--- src/hw/asa_pkg.sv ---
// Shared types, constants and decoders for the serial adapter core.
// Assumes a single 100 MHz clock; all pins are sampled on it.
package asa_pkg;
   // Divide select codes
   localparam logic [1:0] DIV_1      = 2'h0;
   localparam logic [1:0] DIV_16     = 2'h1;
   localparam logic [1:0] DIV_64     = 2'h2;
   localparam logic [1:0] DIV_MRESET = 2'h3;
   // Clock ticks per bit minus one, and per half bit minus one
   localparam logic [5:0] FULL16_M1  = 6'h0F;
   localparam logic [5:0] FULL64_M1  = 6'h3F;
   localparam logic [5:0] HALF16_M1  = 6'h07;
   localparam logic [5:0] HALF64_M1  = 6'h1F;
   // Transmit control codes
   localparam logic [1:0] TXC_IRQ_ON  = 2'h1;
   localparam logic [1:0] TXC_RTS_OFF = 2'h2;
   localparam logic [1:0] TXC_BREAK   = 2'h3;
   // Power-up control value: held in master reset
   localparam logic [7:0] CTRL_RESET  = 8'h03;
   localparam logic       MARK        = 1'b1;
   localparam logic       SPACE       = 1'b0;
   localparam logic [3:0] DATA7       = 4'h7;
   localparam logic [3:0] DATA8       = 4'h8;

   typedef struct packed {
      logic       rx_irq_en;
      logic [1:0] tx_ctl;
      logic [2:0] frame_sel;
      logic [1:0] div_sel;
   } asa_ctrl_t;

   typedef struct packed {
      logic irq;
      logic parity_err;
      logic rx_overrun;
      logic frame_err;
      logic cts;
      logic carrier_lost;
      logic tx_holding_empty;
      logic rx_holding_full;
   } asa_status_t;

   typedef struct packed {
      logic       e;
      logic       reg_sel;
      logic       rw;
      logic       cs0;
      logic       cs1;
      logic       cs2_n;
      logic [7:0] data;
      logic       rxd;
      logic       tx_clk;
      logic       rx_clk;
      logic       cts_n;
      logic       carrier_lost;
   } asa_pins_t;

   typedef struct packed {
      logic eight;
      logic par_en;
      logic odd;
      logic two_stop;
   } asa_frame_t;

   // Word select decode, shared by both directions
   function automatic asa_frame_t asa_frame(input logic [2:0] f);
      asa_frame_t r;
      r.eight    = f[2];
      r.par_en   = !(f[2] && !f[1]);
      r.odd      = f[0];
      r.two_stop = !f[1] && !(f[2] && f[0]);
      return r;
   endfunction : asa_frame

   // Reload value of the bit counter for a divide setting
   function automatic logic [5:0] asa_ratio_m1(input logic [1:0] d,
                                               input logic      half);
      logic [5:0] r;
      r = '0;
      if (d == DIV_16)
         r = half ? HALF16_M1 : FULL16_M1;
      else if (d == DIV_64)
         r = half ? HALF64_M1 : FULL64_M1;
      return r;
   endfunction : asa_ratio_m1
endpackage : asa_pkg

--- src/hw/asa_tx_shift.sv ---
// Transmit shifter: serialises one character per load.
// Assumes tick_i is a one-cycle pulse per falling transmit clock edge.
`timescale 1ns/1ps
`default_nettype none
module asa_tx_shift
   import asa_pkg::*;
(
   input  wire logic        clk_i,
   input  wire logic        resetn_i,
   input  wire logic        init_i,
   input  wire logic        tick_i,
   input  wire logic [1:0]  div_sel_i,
   input  wire asa_frame_t  frame_i,
   input  wire logic        load_valid_i,
   input  wire logic [7:0]  load_data_i,
   output logic             load_ready_o,
   output logic             bit_o
);
   typedef enum logic [0:0] {TX_IDLE, TX_SEND} asa_tx_state_t;
   asa_tx_state_t state;
   logic [5:0]    cnt;
   logic [3:0]    pos;
   logic [7:0]    data;
   logic [3:0]    nd;
   logic [3:0]    last;
   logic [3:0]    pos_m1;
   logic          next_bit;

   // Frame read live so format changes act at once
   assign nd     = frame_i.eight ? DATA8 : DATA7;
   assign last   = nd + {3'h0, frame_i.par_en} + (frame_i.two_stop ? 4'h2
                                                                  : 4'h1);
   assign pos_m1 = pos - 4'h1;
   // Idle shifter takes a character on the very next clock
   assign load_ready_o = (state == TX_IDLE) && !init_i;

   // Bit sequencer
   always_ff @(posedge clk_i) begin
      if (!resetn_i || init_i) begin
         state <= TX_IDLE;
         cnt   <= '0;
         pos   <= '0;
         data  <= '0;
      end else begin
         unique case (state)
            TX_IDLE: begin
               if (load_valid_i) begin
                  data  <= load_data_i;
                  pos   <= '0;
                  cnt   <= asa_ratio_m1(div_sel_i, 1'b0);
                  state <= TX_SEND;
               end
            end
            TX_SEND: begin
               if (tick_i) begin
                  if (cnt != 6'h00)
                     cnt <= cnt - 6'h01;
                  else begin
                     cnt <= asa_ratio_m1(div_sel_i, 1'b0);
                     if (pos == last)
                        state <= TX_IDLE;
                     else
                        pos <= pos + 4'h1;
                  end
               end
            end
         endcase
      end
   end

   // Line level for the current position; parity after data
   always_comb begin
      next_bit = MARK;
      if (state == TX_SEND) begin
         if (pos == 4'h0)
            next_bit = SPACE;
         else if (pos <= nd)
            next_bit = data[pos_m1[2:0]];
         else if (frame_i.par_en && pos == nd + 4'h1)
            next_bit = ^(data & {frame_i.eight, 7'h7F}) ^ frame_i.odd;
      end
   end

   // Registered line output
   always_ff @(posedge clk_i) begin
      if (!resetn_i)
         bit_o <= MARK;
      else
         bit_o <= next_bit;
   end
endmodule : asa_tx_shift
`default_nettype wire

--- src/hw/asa_core.sv ---
// Asynchronous serial adapter core: bus registers, receiver, modem lines.
// Assumes every pin is asynchronous to clk_i and slower than 10 ns edges;
// the enable strobe is seen through a two-stage synchroniser.
`timescale 1ns/1ps
`default_nettype none
// Contract
// - Receiver self-synchronises in x16 and x64
// - Clear-to-send high hides transmit empty
// - Request-to-send low unless control reads 10
// - Transmit control: irq enable, break, request
// - Carrier lost holds receiver initialised
// - Carrier lost rising edge requests interrupt
// - Transmit write captured at strobe fall
// - Transmit write clears transmit empty
// - Held character moves to shifter promptly
// - Complete character loads empty receive holding
// - Receive read clears full, keeps data
// - Full receive holding blocks new transfer
// - Write-only eight-bit control register
// - Read-only status register
// - Divide field: 1, 16, 64, reset
// - Master reset clears status, keeps control
// - Word select encodes length, parity, stops
// - Format changes act immediately
// - Control bit 7 enables receive interrupts
// - Status bit 0 is receive full
// - Status bit 2 latches carrier loss
// - Status bit 5 flags overrun
// - Status bit 4 flags missing stop
// - Status bit 6 flags parity mismatch
// - Status bit 7 mirrors interrupt output
module asa_core
   import asa_pkg::*;
(
   input  wire logic        clk_i,
   input  wire logic        resetn_i,
   input  wire logic        bus_e_i,
   input  wire logic        reg_sel_i,
   input  wire logic        rw_i,
   input  wire logic        cs0_i,
   input  wire logic        cs1_i,
   input  wire logic        cs2_n_i,
   input  wire logic [7:0]  data_i,
   output logic      [7:0]  data_o,
   output logic             data_oe_o,
   output logic             irq_n_o,
   output logic             irq_oe_o,
   input  wire logic        rx_data_i,
   output logic             tx_data_o,
   input  wire logic        tx_clk_i,
   input  wire logic        rx_clk_i,
   input  wire logic        cts_n_i,
   input  wire logic        carrier_lost_i,
   output logic             rts_n_o
);
   typedef enum logic [1:0] {RX_IDLE, RX_START, RX_BITS} asa_rx_state_t;

   asa_pins_t     pin_now;
   asa_pins_t     pin_meta;
   asa_pins_t     pin_sync;
   logic          e_last;
   logic          txc_last;
   logic          rxc_last;
   logic          cl_last;
   logic          selected;
   logic          strobe;
   logic          wr_tx;
   logic          rd_rx;
   logic          wr_ctl;
   logic          rd_st;
   logic          tx_tick;
   logic          rx_tick;
   logic          cl_rise;
   logic          mreset;
   logic          rx_hold;
   asa_ctrl_t     ctrl;
   asa_frame_t    frame;
   asa_status_t   status;
   logic [7:0]    tx_holding_reg;
   logic          tx_full;
   logic          tx_ready;
   logic          tx_take;
   logic          tx_bit;
   logic          tx_holding_empty_shown;
   asa_rx_state_t rx_state;
   logic [5:0]    rx_cnt;
   logic [3:0]    rx_pos;
   logic [3:0]    rx_nd;
   logic [3:0]    rx_last;
   logic [7:0]    rx_shift;
   logic          rx_par;
   logic          rx_done;
   logic          rx_stop_ok;
   logic          rx_pe;
   logic [7:0]    rx_holding_reg;
   logic          rx_full;
   logic          rx_overrun;
   logic          ovr_pend;
   logic          frame_err;
   logic          parity_err;
   logic          cl_latch;
   logic          st_seen;
   logic          tx_irq;
   logic          rx_irq;
   logic          irq_q;

   assign pin_now = {bus_e_i, reg_sel_i, rw_i, cs0_i, cs1_i, cs2_n_i,
                     data_i, rx_data_i, tx_clk_i, rx_clk_i, cts_n_i,
                     carrier_lost_i};

   // Two-stage synchroniser for every pin
   always_ff @(posedge clk_i) begin
      if (!resetn_i) begin
         pin_meta <= '0;
         pin_sync <= '0;
      end else begin
         pin_meta <= pin_now;
         pin_sync <= pin_meta;
      end
   end

   // Previous values for edge detection, only on synchronised pins
   always_ff @(posedge clk_i) begin
      if (!resetn_i) begin
         e_last   <= 1'b0;
         txc_last <= 1'b0;
         rxc_last <= 1'b0;
         cl_last  <= 1'b0;
      end else begin
         e_last   <= pin_sync.e;
         txc_last <= pin_sync.tx_clk;
         rxc_last <= pin_sync.rx_clk;
         cl_last  <= pin_sync.carrier_lost;
      end
   end

   assign selected = pin_sync.cs0 && pin_sync.cs1 && !pin_sync.cs2_n;
   assign strobe   = e_last && !pin_sync.e && selected;
   assign wr_tx    = strobe && pin_sync.reg_sel && !pin_sync.rw;
   assign rd_rx    = strobe && pin_sync.reg_sel && pin_sync.rw;
   assign wr_ctl   = strobe && !pin_sync.reg_sel && !pin_sync.rw;
   assign rd_st    = strobe && !pin_sync.reg_sel && pin_sync.rw;
   assign tx_tick  = txc_last && !pin_sync.tx_clk;
   assign rx_tick  = !rxc_last && pin_sync.rx_clk;
   assign cl_rise  = !cl_last && pin_sync.carrier_lost;
   // divide code 11 is master reset
   assign mreset   = (ctrl.div_sel == DIV_MRESET);
   // carrier loss holds receiver in init
   assign rx_hold  = mreset || pin_sync.carrier_lost;
   assign frame    = asa_frame(ctrl.frame_sel);

   always_ff @(posedge clk_i) begin
      if (!resetn_i)
         ctrl <= CTRL_RESET;
      else if (wr_ctl)
         ctrl <= pin_sync.data;
   end

   // write fills holding; shifter take empties it
   assign tx_take = tx_full && tx_ready;
   always_ff @(posedge clk_i) begin
      if (!resetn_i) begin
         tx_holding_reg <= '0;
         tx_full        <= 1'b0;
      end else if (mreset) begin
         tx_full <= 1'b0;
      end else if (wr_tx) begin
         tx_holding_reg <= pin_sync.data;
         tx_full        <= 1'b1;
      end else if (tx_take) begin
         tx_full <= 1'b0;
      end
   end

   // empty hidden by clear-to-send high or reset
   assign tx_holding_empty_shown = !tx_full && !pin_sync.cts_n && !mreset;

   // Shifter reads the live frame, so it shares the decoder
   asa_tx_shift u_tx (
      .clk_i        (clk_i),
      .resetn_i     (resetn_i),
      .init_i       (mreset),
      .tick_i       (tx_tick),
      .div_sel_i    (ctrl.div_sel),
      .frame_i      (frame),
      .load_valid_i (tx_full),
      .load_data_i  (tx_holding_reg),
      .load_ready_o (tx_ready),
      .bit_o        (tx_bit)
   );

   // break forces space; request follows control
   always_ff @(posedge clk_i) begin
      if (!resetn_i) begin
         tx_data_o <= MARK;
         rts_n_o   <= 1'b0;
      end else begin
         tx_data_o <= (ctrl.tx_ctl == TXC_BREAK) ? SPACE : tx_bit;
         rts_n_o   <= (ctrl.tx_ctl == TXC_RTS_OFF);
      end
   end

   assign rx_nd   = frame.eight ? DATA8 : DATA7;
   assign rx_last = rx_nd + {3'h0, frame.par_en};

   // start detect and half-bit check; centre sampling
   always_ff @(posedge clk_i) begin
      if (!resetn_i || rx_hold) begin
         rx_state   <= RX_IDLE;
         rx_cnt     <= '0;
         rx_pos     <= '0;
         rx_shift   <= '0;
         rx_par     <= 1'b0;
         rx_done    <= 1'b0;
         rx_stop_ok <= 1'b0;
      end else begin
         rx_done <= 1'b0;
         if (rx_tick) begin
            unique case (rx_state)
               RX_IDLE: begin
                  if (pin_sync.rxd == SPACE) begin
                     rx_pos   <= '0;
                     rx_shift <= '0;
                     // Divide-by-one trusts the external clock alignment
                     rx_state <= (ctrl.div_sel == DIV_1) ? RX_BITS
                                                          : RX_START;
                     rx_cnt   <= asa_ratio_m1(ctrl.div_sel, 1'b1);
                  end
               end
               RX_START: begin
                  if (rx_cnt != 6'h00)
                     rx_cnt <= rx_cnt - 6'h01;
                  else if (pin_sync.rxd == SPACE) begin
                     rx_cnt   <= asa_ratio_m1(ctrl.div_sel, 1'b0);
                     rx_state <= RX_BITS;
                  end else
                     rx_state <= RX_IDLE;   // False start dropped
               end
               RX_BITS: begin
                  if (rx_cnt != 6'h00)
                     rx_cnt <= rx_cnt - 6'h01;
                  else begin
                     rx_cnt <= asa_ratio_m1(ctrl.div_sel, 1'b0);
                     rx_pos <= rx_pos + 4'h1;
                     if (rx_pos < rx_nd)
                        rx_shift[rx_pos[2:0]] <= pin_sync.rxd;
                     else if (rx_pos < rx_last)
                        rx_par <= pin_sync.rxd;
                     if (rx_pos == rx_last) begin
                        rx_done    <= 1'b1;
                        rx_stop_ok <= pin_sync.rxd;
                        rx_state   <= RX_IDLE;
                     end
                  end
               end
            endcase
         end
      end
   end

   assign rx_pe = frame.par_en && ((^rx_shift ^ rx_par) != frame.odd);

   // load into empty holding; block while full
   always_ff @(posedge clk_i) begin
      if (!resetn_i) begin
         rx_holding_reg <= '0;
         rx_full        <= 1'b0;
         rx_overrun     <= 1'b0;
         ovr_pend       <= 1'b0;
         frame_err      <= 1'b0;
         parity_err     <= 1'b0;
      end else if (rx_hold) begin
         rx_full    <= 1'b0;
         rx_overrun <= 1'b0;
         ovr_pend   <= 1'b0;
         frame_err  <= 1'b0;
         parity_err <= 1'b0;
      end else begin
         // overrun shows after the last good character is read
         if (rd_rx) begin
            if (ovr_pend) begin
               rx_overrun <= 1'b1;
               ovr_pend   <= 1'b0;
            end else begin
               rx_full    <= 1'b0;
               rx_overrun <= 1'b0;
            end
         end
         // A load in the read cycle wins over the clear
         if (rx_done) begin
            if (!rx_full || (rd_rx && !ovr_pend)) begin
               rx_holding_reg <= rx_shift;
               rx_full        <= 1'b1;
               frame_err      <= !rx_stop_ok;
               parity_err     <= rx_pe;
            end else
               ovr_pend <= 1'b1;
         end
      end
   end

   // carrier loss latch, cleared by status then data read
   always_ff @(posedge clk_i) begin
      if (!resetn_i || mreset) begin
         cl_latch <= 1'b0;
         st_seen  <= 1'b0;
      end else begin
         if (rd_st && cl_latch)
            st_seen <= 1'b1;
         if (rd_rx && st_seen) begin
            cl_latch <= 1'b0;
            st_seen  <= 1'b0;
         end
         // new edge wins over a clear in the same cycle
         if (cl_rise)
            cl_latch <= 1'b1;
      end
   end

   assign tx_irq = (ctrl.tx_ctl == TXC_IRQ_ON) && tx_holding_empty_shown;
   // receive sources gated by control bit 7
   assign rx_irq = ctrl.rx_irq_en && (rx_full || rx_overrun || cl_latch);

   // one flop feeds both pin and status bit
   always_ff @(posedge clk_i) begin
      if (!resetn_i)
         irq_q <= 1'b0;
      else
         irq_q <= tx_irq || rx_irq;
   end
   assign irq_oe_o = irq_q;
   assign irq_n_o  = !irq_q;   // Open drain: only low is driven

   // status assembly; bit 2 follows a still-high input
   assign status = '{irq:              irq_q,
                     parity_err:       parity_err,
                     rx_overrun:       rx_overrun,
                     frame_err:        frame_err,
                     cts:              pin_sync.cts_n,
                     carrier_lost:     cl_latch || pin_sync.carrier_lost,
                     tx_holding_empty: tx_holding_empty_shown,
                     rx_holding_full:  rx_full};

   // Read data registered; register select picks receive holding or status
   always_ff @(posedge clk_i) begin
      if (!resetn_i) begin
         data_o    <= '0;
         data_oe_o <= 1'b0;
      end else begin
         data_o    <= pin_sync.reg_sel ? rx_holding_reg : status;
         data_oe_o <= selected && pin_sync.rw && pin_sync.e;
      end
   end
endmodule : asa_core
`default_nettype wire

--- config.mk ---
export PLATFORM = sky130hd
export DESIGN_NAME = asa_core
export DESIGN_NICKNAME = d
export VERILOG_FILES = /design/src/hw/asa_pkg.sv /design/src/hw/asa_tx_shift.sv /design/src/hw/asa_core.sv
export SDC_FILE = /design/constraint.sdc
export NUM_CORES = 1
export LEC_CHECK = 0
export BUFFER_PORTS_ARGS = -buffer_cell sky130_fd_sc_hd__buf_2
export CORE_ASPECT_RATIO = 1.25
export CORE_MARGIN = 5
export CORE_UTILIZATION = 40
export CTS_CLUSTER_SIZE = 25
export DETAILED_ROUTE_END_ITERATION = 8
export GPL_TIMING_DRIVEN = 0
export PLACE_DENSITY = 0.53
export SYNTH_ARGS = -nofsm -noshare
export SYNTH_HDL_FRONTEND = slang
export SYNTH_SLANG_ARGS = --single-unit
--- constraint.sdc ---
create_clock -name clk_i -period 2.35 [get_ports clk_i]
set_input_delay 0.47 -clock clk_i [delete_from_list [all_inputs] [get_ports clk_i]]
set_output_delay 0.47 -clock clk_i [all_outputs]
set_load 0.02 [all_outputs]
; Word-level counts from Yosys, hierarchy flattened
; Cells that the tools add are included.
[classes]
addsub = 8
n_mul = 0
div_mod_pow = 0
order_cmp = 6
eq_ne = 22
shift = 0
muxes = 62
bitwise = 11
reduce_logical = 83
[op_table]
columns = op, count
row1 = $mux 6, 9
row2 = $mux 8, 4
row3 = $logic_and 1x1->1, 30
row4 = $mux 4, 7
row5 = $mux 1, 23
row6 = $logic_not 1->1, 18
row7 = $ne 2x2->1 const B, 9
row8 = $pmux 6 s3, 1
row9 = $pmux 4 s2, 2
row10 = $pmux 8 s2, 1
row11 = $reduce_xor 8->1, 2
row12 = $reduce_and 5->1, 3
row13 = $mux 2, 7
row14 = $add 4x1->4 const B, 3
row15 = $eq 4x4->1, 3
row16 = $pmux 6 s2, 1
row17 = $reduce_and 4->1, 3
row18 = $reduce_bool 6->1, 2
row19 = $sub 6x1->6 const B, 2
row20 = $eq 2x2->1 const B, 5
row21 = $mux 5, 2
row22 = $reduce_and 2->1, 5
row23 = $and 8x8->8, 1
row24 = $bwmux 8, 1
row25 = 23 further kinds, 48
[totals]
reg_bits = 129
latchBits = 0
ramBits = 0
romBits = 0
in_bits = 21
out_inout_bits = 13
wordCells = 251
memories = 0

; Logic depth before layout (Yosys ltp)
; Gate-level depths: netlist of run 1.
[logic_depth]
ltp_word = 10
ltp_mapped = 10

; Cells and area by module
; From an unflattened synthesis of run 1, not the netlist that was laid out.
[hier_totals]
hier_cells = 630
hier_area_um2 = 5859.4
[modules_own_cells]
columns = mod, instances, cells_each, area_each_um2, seq_area_each_um2
row1 = asa_core, 1, 454, 4440.5, 2182.1
row2 = asa_tx_shift, 1, 176, 1418.9, 400.4

; Least setup slack after synthesis of run 1
; Ideal clock, no wire load.
[synth_path]
path_type = register to register
startpoint = register ctrl[4] in the netlist's numbering
endpoint = register rx_par
setup_time_ns = 0.070
arrival_time_ns = 1.981
required_ns = 2.280
setup_slack_ns = 0.299
stages_incl_launch_ff = 8
n_path_buf = 0
synth_period_minus_slack_ns = 2.051
path_cell_list = dfxtp_1 inv_1 ha_1 o21a_1 o2bb2ai_1 or4_4 or3b_1 a21oi_1
[synth_via]
elab_chain_len = 5
elab_cells_between_ends = 8
classes_between = add/sub: 1 / order compare: 2 / mux: 1 / bitwise: 1 / reduce/logical: 3
[synth_rtl]
columns = item, line_no
row1 = from (decl), asa_core.sv:76  ; asa_ctrl_t ctrl;
row2 = from (signal assigned), asa_core.sv:156  ; ctrl <= pin_sync.data;
row3 = $logic_and 1x1->1, asa_pkg.sv:69  ; r.par_en = !(f[2] && !f[1]);
row4 = $logic_not 1->1, asa_pkg.sv:69
row5 = $add 4x1->4, asa_core.sv:204  ; assign rx_last = rx_nd + {3'h0, frame.par_en};
row6 = $lt 4x4->1, asa_core.sv:247  ; else if (rx_pos < rx_last)
row7 = $reduce_and 5->1 (no source line) (*), n/a
row8 = to (signal assigned), asa_core.sv:248  ; rx_par <= pin_sync.rxd;
row9 = to (decl), asa_core.sv:91  ; logic rx_par;
; Every way passes the cells marked *; elsewhere a longest branch is shown, timed or not.
; A chain may end at the register's enable or synchronous reset.

; Final worst setup path of run 1
[layout_path]
startpoint = register rx_cnt[0]
endpoint = register rx_par
[layout_via]
elab_chain_len = 3
[layout_rtl]
columns = item, line_no
row1 = from (decl), asa_core.sv:86  ; logic [5:0] rx_cnt;
row2 = from (signal assigned), asa_core.sv:227  ; rx_cnt <= asa_ratio_m1(ctrl.div_sel, 1'b1);
row3 = from (signal assigned), asa_core.sv:232  ; rx_cnt <= rx_cnt - 6'h01;
row4 = from (signal assigned), asa_core.sv:234  ; rx_cnt <= asa_ratio_m1(ctrl.div_sel, 1'b0);
row5 = $reduce_bool 6->1, asa_core.sv:240  ; if (rx_cnt != 6'h00)
row6 = $not 1->1 (no source line), n/a
row7 = $reduce_and 5->1 (no source line), n/a
; Every way passes these cells.

==> metrics.md, run 1 <==
| Metric | Value |
|---|---|
| Vias in the first global route | `4318` |
| First drt pass iteration count | `4` |
| Placer Congestion | `0.834` |
| Drt wl/cell | `15.0 um` |
| Final Hold Vio Count | `0` |
| Maximum clock rate | `450 MHz` |
| CTS Hold Bufs | `0` |
| Fill cells | `1352` |
| Slew @ Worst Pin | `0.672 ns` |
| Pwr Density | `728 mW/mm^2` |
| Area growth syn-to-layout | `17.8%` |
| Initial core utilization | `between 40% and 50%` |
| Multi-input gate area | `0.00299 sq mm` |
| Residual DRC | `0` |
| Num CTS Buffers | `17` |
| Gate Count Post-Synth | `617` |
| CP top delay family | `simple AND/OR/NAND/NOR gates` |
| Sw frac | `23.0%` |
| Worst clock skew | `about 0.0079 ns` |
| Top cells by area, synth | `dfxtp_1, mux2i_1, and2_1` |
| Routed wl met3 | `between 500 and 600 um` |
| Die width | `117 um` |
| N_diodes | `0` |
| Fin. max-slew vios | `0` |
| Primary FF master, synth | `dfxtp_1` |
| Initial antenna violation count | `0` |
| Clock share of power | `52.5%` |
| Commonest non-fill, non-tap cells in the layout | `dfxtp_1, nand2_1, and2_1` |
| DR iter-0 viols | `between 200 and 250` |
| Comb pwr share | `2.2%` |
| Crit share post-route | `94.5%` |
| Worst path cell trace | `inv_1 > ha_4 > nor4b_4 > buf_4 > nand3_4 > or4_4 > or3b_4 > a21oi_2` |
| Met1 Routed Length | `5620 um` |
| Clock tree sinks | `129` |
| Via count | `about 4500` |
| Post-synth EDFFs | `0` |
| Arrival @ worst endpoint | `2.57 ns` |
| Syn_area_per_cell | `9.30 sq um` |
| Share of cells above drive strength 1 | `13.6%` |
| CTS root buf | `clkbuf_16` |
| Biggest registers after layout | `pin_meta (19), pin_sync (19)` |
| Distinct cells, synth | `65` |
| CTS Buffer Depth | `2` |
| P_int | `0.00379 W` |
| Setup violations, final | `0` |
| Top layer reached by signal wires | `met4` |
| Fraction of the yosys area taken by sequential cells | `45.0%` |
| WL final | `12900 um` |
| CTS tree | `done` |
| Total GRT Usage | `16.4%` |
| GRT overflow | `0` |
| Status | `completed` |
| WS Path Type | `register to register` |
| Synthesized area | `0.00574 sq mm` |
| Setup_tns | `0 ns` |
| Largest net degree at the start of global routing | `17` |
| Asr flop ratio synth | `0%` |
| Worst Hold Class | `input port to register` |
| Sequential share of power | `45.4%` |
| Post-synth top area share | `between 40% and 50%` |
| Final Critical Period | `~2.2 ns` |
| Die Span Y | `about 140 um` |
| Fin nets | `approximately 720` |
| Place WS | `-0.190 ns` |
| Ports | `34` |
| Critical Path Fanout Max | `7` |
| H-tree Lvls | `4` |
| FF+latch area | `~0.0026 sq mm` |
| CP Capture Type | `register` |
| First-pass GRT wire length | `21400 um` |
| Placeable Area | `0.0142 sq mm` |
| Ys Warns | `0` |
| Vias/cell | `5.16` |
| Most common cell after layout, fill and taps aside | `dfxtp_1` |
| Slowest CP cell | `or4_4` |
| WP data required | `2.70 ns` |
| Die area | `0.0168 sq mm` |
| Final worst slack | `0.128 ns` |
| Worst-path clk slew | `0.06 ns` |
| Pleak | `about 2.6 nW` |
| Switching Power | `0.00113 W` |
| Crit start category | `register` |
| Met2 wire length | `6520 um` |
| Biggest area consumer among synthesized cells | `dfxtp_1` |
| Worst skew pair latency | `0.42 ns` |
| RSZ-0062 raised after global routing | `false` |
| Maximum vdd drop | `0.696 mV` |
| Max-slew headroom | `a little under three fifths` |
| Final ANT Viol Nets | `0` |
| DP HPWL | `9590 um` |
| Max incr delay on CP | `between 0.5 and 0.6 ns` |
| Port Buf Inserts | `33` |
| Max cap viols | `0` |
| Worst Path Buf+Inv | `2` |
| Cell row count | `slightly below 50` |
| #FFs+latches synth | `about 130` |
==> cell type report <==
| cell class | instances | share of cell area (%) |
|---|---|---|
| clock buffer | 18 | 6.50 |
| inverter | 21 | 1.17 |
| timing repair buffer | 36 | 2.78 |
| tap | 178 | 3.30 |
| clock inverter | 14 | 2.09 |
| multi-input combinational | 438 | 44.2 |
| sequential | 129 | 38.3 |
| buffer | 29 | 1.69 |
==> cells by family (layout without fill, tap and decap cells) <==
family,count (synthesis),count (layout),share of synthesized area [%]
AND/OR/NAND/NOR,236,236,23.2
flip-flops,129,129,45.0
AO/OA/AOI/OAI,121,121,13.4
buffers and inverters,51,118,3.38
multiplexers,37,37,6.92
adder cells (fa/ha/maj),23,23,5.02
XOR/XNOR,18,18,2.99
other,2,3,0.131
==> path summary, 6_finish.rpt <==
| path | startpoint | end | slack, ns | cells after the start |
|---|---|---|---|---|
| setup / recovery | rx_cnt[0] | rx_par | 0.13 | 8 |
| hold reg to reg | pin_meta[0] | pin_sync[0] | 0.42 | 1 |
| hold / removal | cs2_n_i | pin_meta[13] | 0.25 | 2 |
| setup reg to reg | rx_cnt[0] | rx_par | 0.13 | 8 |
==> stage by stage <==
stage	hold slack [ns]	std cells	power, W	util [%]	area, sq um
2_1_floorplan	0.391	618	0.00234	-	5740
3_3_place_gp	0.415	829	0.00239	43.1	6130
3_5_place_dp	0.419	829	0.00239	43.1	6130
4_1_cts	0.236	862	0.00497	47.2	6720
5_1_grt	0.234	863	0.00508	47.5	6760
6_report	0.249	863	0.00492	47.5	6760
==> worst reg2reg max path, cell delays in order, from the launching register on <==
cell and delay (ns):
dfxtp_1 0.33, inv_1 0.10, ha_4 0.16, nor4b_4 0.23
buf_4 0.18, nand3_4 0.11, or4_4 0.54, or3b_4 0.38
a21oi_2 0.13
==> per-layer routing <==
layer | vias to the layer above | GRT usage, %
met5 | - | 0
met4 | 0 | 6.28
met3 | 26 | 4.59
met2 | 92 | 27.7
met1 | 2070 | 19.7
li1 | 2262 | -
==> cells in the mapped netlist, types with 4 or more instances <==
cell,n
a21oi_1,40
o211ai_1,4
nor2b_1,39
nand2b_1,11
and2_1,49
o31ai_1,4
nor3_1,13
o22ai_1,4
ha_1,23
dfxtp_1,129
clkbuf_1,28
nand2_1,50
a211oi_1,8
nand4_1,4
nor2_1,25
o21a_1,5
nand3_1,13
nor4_1,5
a31oi_1,6
xnor2_1,16
mux2i_1,34
o21ai_0,24
inv_1,21
==> power by group through the flow <==
| stage | combinational (W) | sequential, W | clock [W] |
|---|---|---|---|
| after floorplan | 0.0000664 | 0.00228 | 0 |
| after global placement | 0.000108 | 0.00228 | 0 |
| after detailed placement | 0.000109 | 0.00228 | 0 |
| after CTS | 0.000109 | 0.00223 | 0.00263 |
| after global routing | 0.000120 | 0.00223 | 0.00273 |
| final | 0.000107 | 0.00223 | 0.00258 |
==> what timing repair did <==
action	in CTS	in global routing
gates resized for setup	1	10
hold endpoints to repair	0	0
setup buffers	2	1
endpoints found under the setup margin	8	18
(Power assumes the default switching activity.)
==> run 2, diff against run 1 <==
Settings changed: CORE_MARGIN 5 to not set, GPL_TIMING_DRIVEN 0 to not set.
==> metrics.md, run 2 (synthesis results as in run 1) <==
| Metric | Value |
|---|---|
| CTS Hold Bufs | `0` |
| Comb pwr share | `~2.1%` |
| WL final | `12500 um` |
| Post_cts resized | `0` |
| Clock tree sinks | `129` |
| Most common cell after layout, fill and taps aside | `dfxtp_1` |
| Grt met1 use | `21.6%` |
| CP Capture Type | `register` |
| Worst clock skew | `a little over 0.007 ns` |
| Vias in the first global route | `4338` |
| Die width | `around 110 um` |
| Sw frac | `between 20% and 30%` |
| Share of cells above drive strength 1 | `between 10% and 20%` |
| P_int | `0.00385 W` |
| Final worst slack | `0.114 ns` |
| Global route hottest layer | `met2` |
| Pwr Density | `734 mW/mm^2` |
| Met3 usage | `between 4 and 5%` |
| Met2 Usage GRT | `31.3%` |
| DR iter-0 viols | `179` |
| First-pass GRT wire length | `20700 um` |
| RSZ-0062 raised after global routing | `false` |
| Total GRT Usage | `18.3%` |
| Maximum clock rate | `roughly 450 MHz` |
| Fill cells | `1328` |
| Setup violations, final | `0` |
| WS Path Type | `register to register` |
| Port Buf Inserts | `33` |
| Placement-stage cell area | `0.00614 sq mm` |
| Status | `completed` |
| CTS root buf | `clkbuf_16` |
| Clock share of power | `52.7%` |
| Worst-path clk slew | `0.06 ns` |
| Largest net degree at the start of global routing | `39` |
| Commonest non-fill, non-tap cells in the layout | `dfxtp_1, nand2_1, and2_1` |
| DP Cell Count | `just over 800` |
| Die area | `0.0148 sq mm` |
| N_diodes | `0` |
| Fin. max-slew vios | `0` |
| Place WS | `approximately 0.14 ns` |
| Initial core utilization | `~41%` |
| Via count | `roughly 4400` |
| First drt pass iteration count | `5` |
| Switching Power | `0.00109 W` |
| Final Hold Vio Count | `0` |
| GRT overflow | `0` |
| Max-slew headroom | `between 50 and 60%` |
| Worst Hold Class | `input port to register` |
| Min Hold Slack | `~0.25 ns` |
| Arrival @ worst endpoint | `2.52 ns` |
| Final Critical Period | `2.24 ns` |
| Residual DRC | `0` |
| Cell row count | `48` |
| Setup_tns | `0 ns` |
| Final ANT Viol Nets | `0` |
| Fin nets | `701` |
| CTS tree | `done` |
| H-tree Lvls | `4` |
| Die Span Y | `~140 um` |
| Ports | `34` |
| Area growth syn-to-layout | `17.3%` |
| Max cap viols | `0` |
| Biggest registers after layout | `pin_meta (19), pin_sync (19)` |
| Initial antenna violation count | `0` |
| Post-CTS setup repair buffer count | `0` |
| Maximum vdd drop | `0.485 mV` |
| Non-Filler Instances | `845` |
| Finished Cell Area | `~0.0067 sq mm` |
| Sequential share of power | `between 40% and 50%` |
| Slew @ Worst Pin | `0.628 ns` |
| Crit share post-route | `95.2%` |
| Critical Path Fanout Max | `10` |
| Worst skew pair latency | `roughly 0.42 ns` |
| Vias/cell | `5.17` |
| Pleak | `2.62 nW` |
| CTS Buffer Depth | `2` |
| Crit start category | `register` |
| Placer Congestion | `0.793` |
| WP data required | `~2.6 ns` |
| Num CTS Buffers | `17` |
| Drt wl/cell | `14.8 um` |
| DP HPWL | `9100 um` |
| Placeable Area | `0.0139 sq mm` |
-- run 2: path summary, 6_finish.rpt --
| check | from | depth (start not counted) | slack [ns] | to |
|---|---|---|---|---|
| worst max-delay path | ctrl[4] | 7 | 0.11 | rx_shift[6] |
| worst min-delay path | cts_n_i | 2 | 0.25 | pin_meta[1] |
| worst max register to register | ctrl[4] | 7 | 0.11 | rx_shift[6] |
| worst min register to register | pin_meta[14] | 1 | 0.43 | pin_sync[14] |
-- run 2: worst max-delay path, cell delays in order, from the launching register on --
cell and delay (ns):
dfxtp_1 0.43, inv_1 0.15, ha_1 0.31, o21a_1 0.11, o2bb2ai_1 0.27, a21o_1 0.37
and2_1 0.33, a211oi_1 0.13
-- run 2: layout make-up --
class / instances / area [sq um] / area share, %
clock buffer: 18 / 429 / 6.38
tap: 175 / 219 / 3.25
timing repair buffer: 50 / 293 / 4.35
clock inverter: 14 / 158 / 2.34
inverter: 21 / 78.8 / 1.17
multi-input combinational: 438 / 2970 / 44.1
sequential: 129 / 2580 / 38.4
-- run 2: layer usage --
| layer | vias to the layer above | part of all wire, % |
|---|---|---|
| met5 | - | 0 |
| met4 | 0 | 1.4 |
| met3 | 14 | 3.2 |
| met2 | 78 | 50 |
| met1 | 2051 | 46 |
| li1 | 2225 | - |
-- run 2: through the flow --
stage / utilization [%] / power (W)
after detailed placement: 44.1 / 0.00239
after global placement: 44.1 / 0.00238
after floorplan: - / 0.00234
after CTS: 48.3 / 0.00500
final: 48.3 / 0.00494
after global routing: 48.3 / 0.00511
-- run 2: power groups by stage --
stage | registers (W) | logic (W) | clock network [W]
after floorplan | 0.00228 | 0.0000664 | 0
final | 0.00224 | 0.000101 | 0.00260
after global routing | 0.00224 | 0.000113 | 0.00276
after detailed placement | 0.00228 | 0.000103 | 0
after global placement | 0.00228 | 0.000101 | 0
after CTS | 0.00224 | 0.000103 | 0.00266
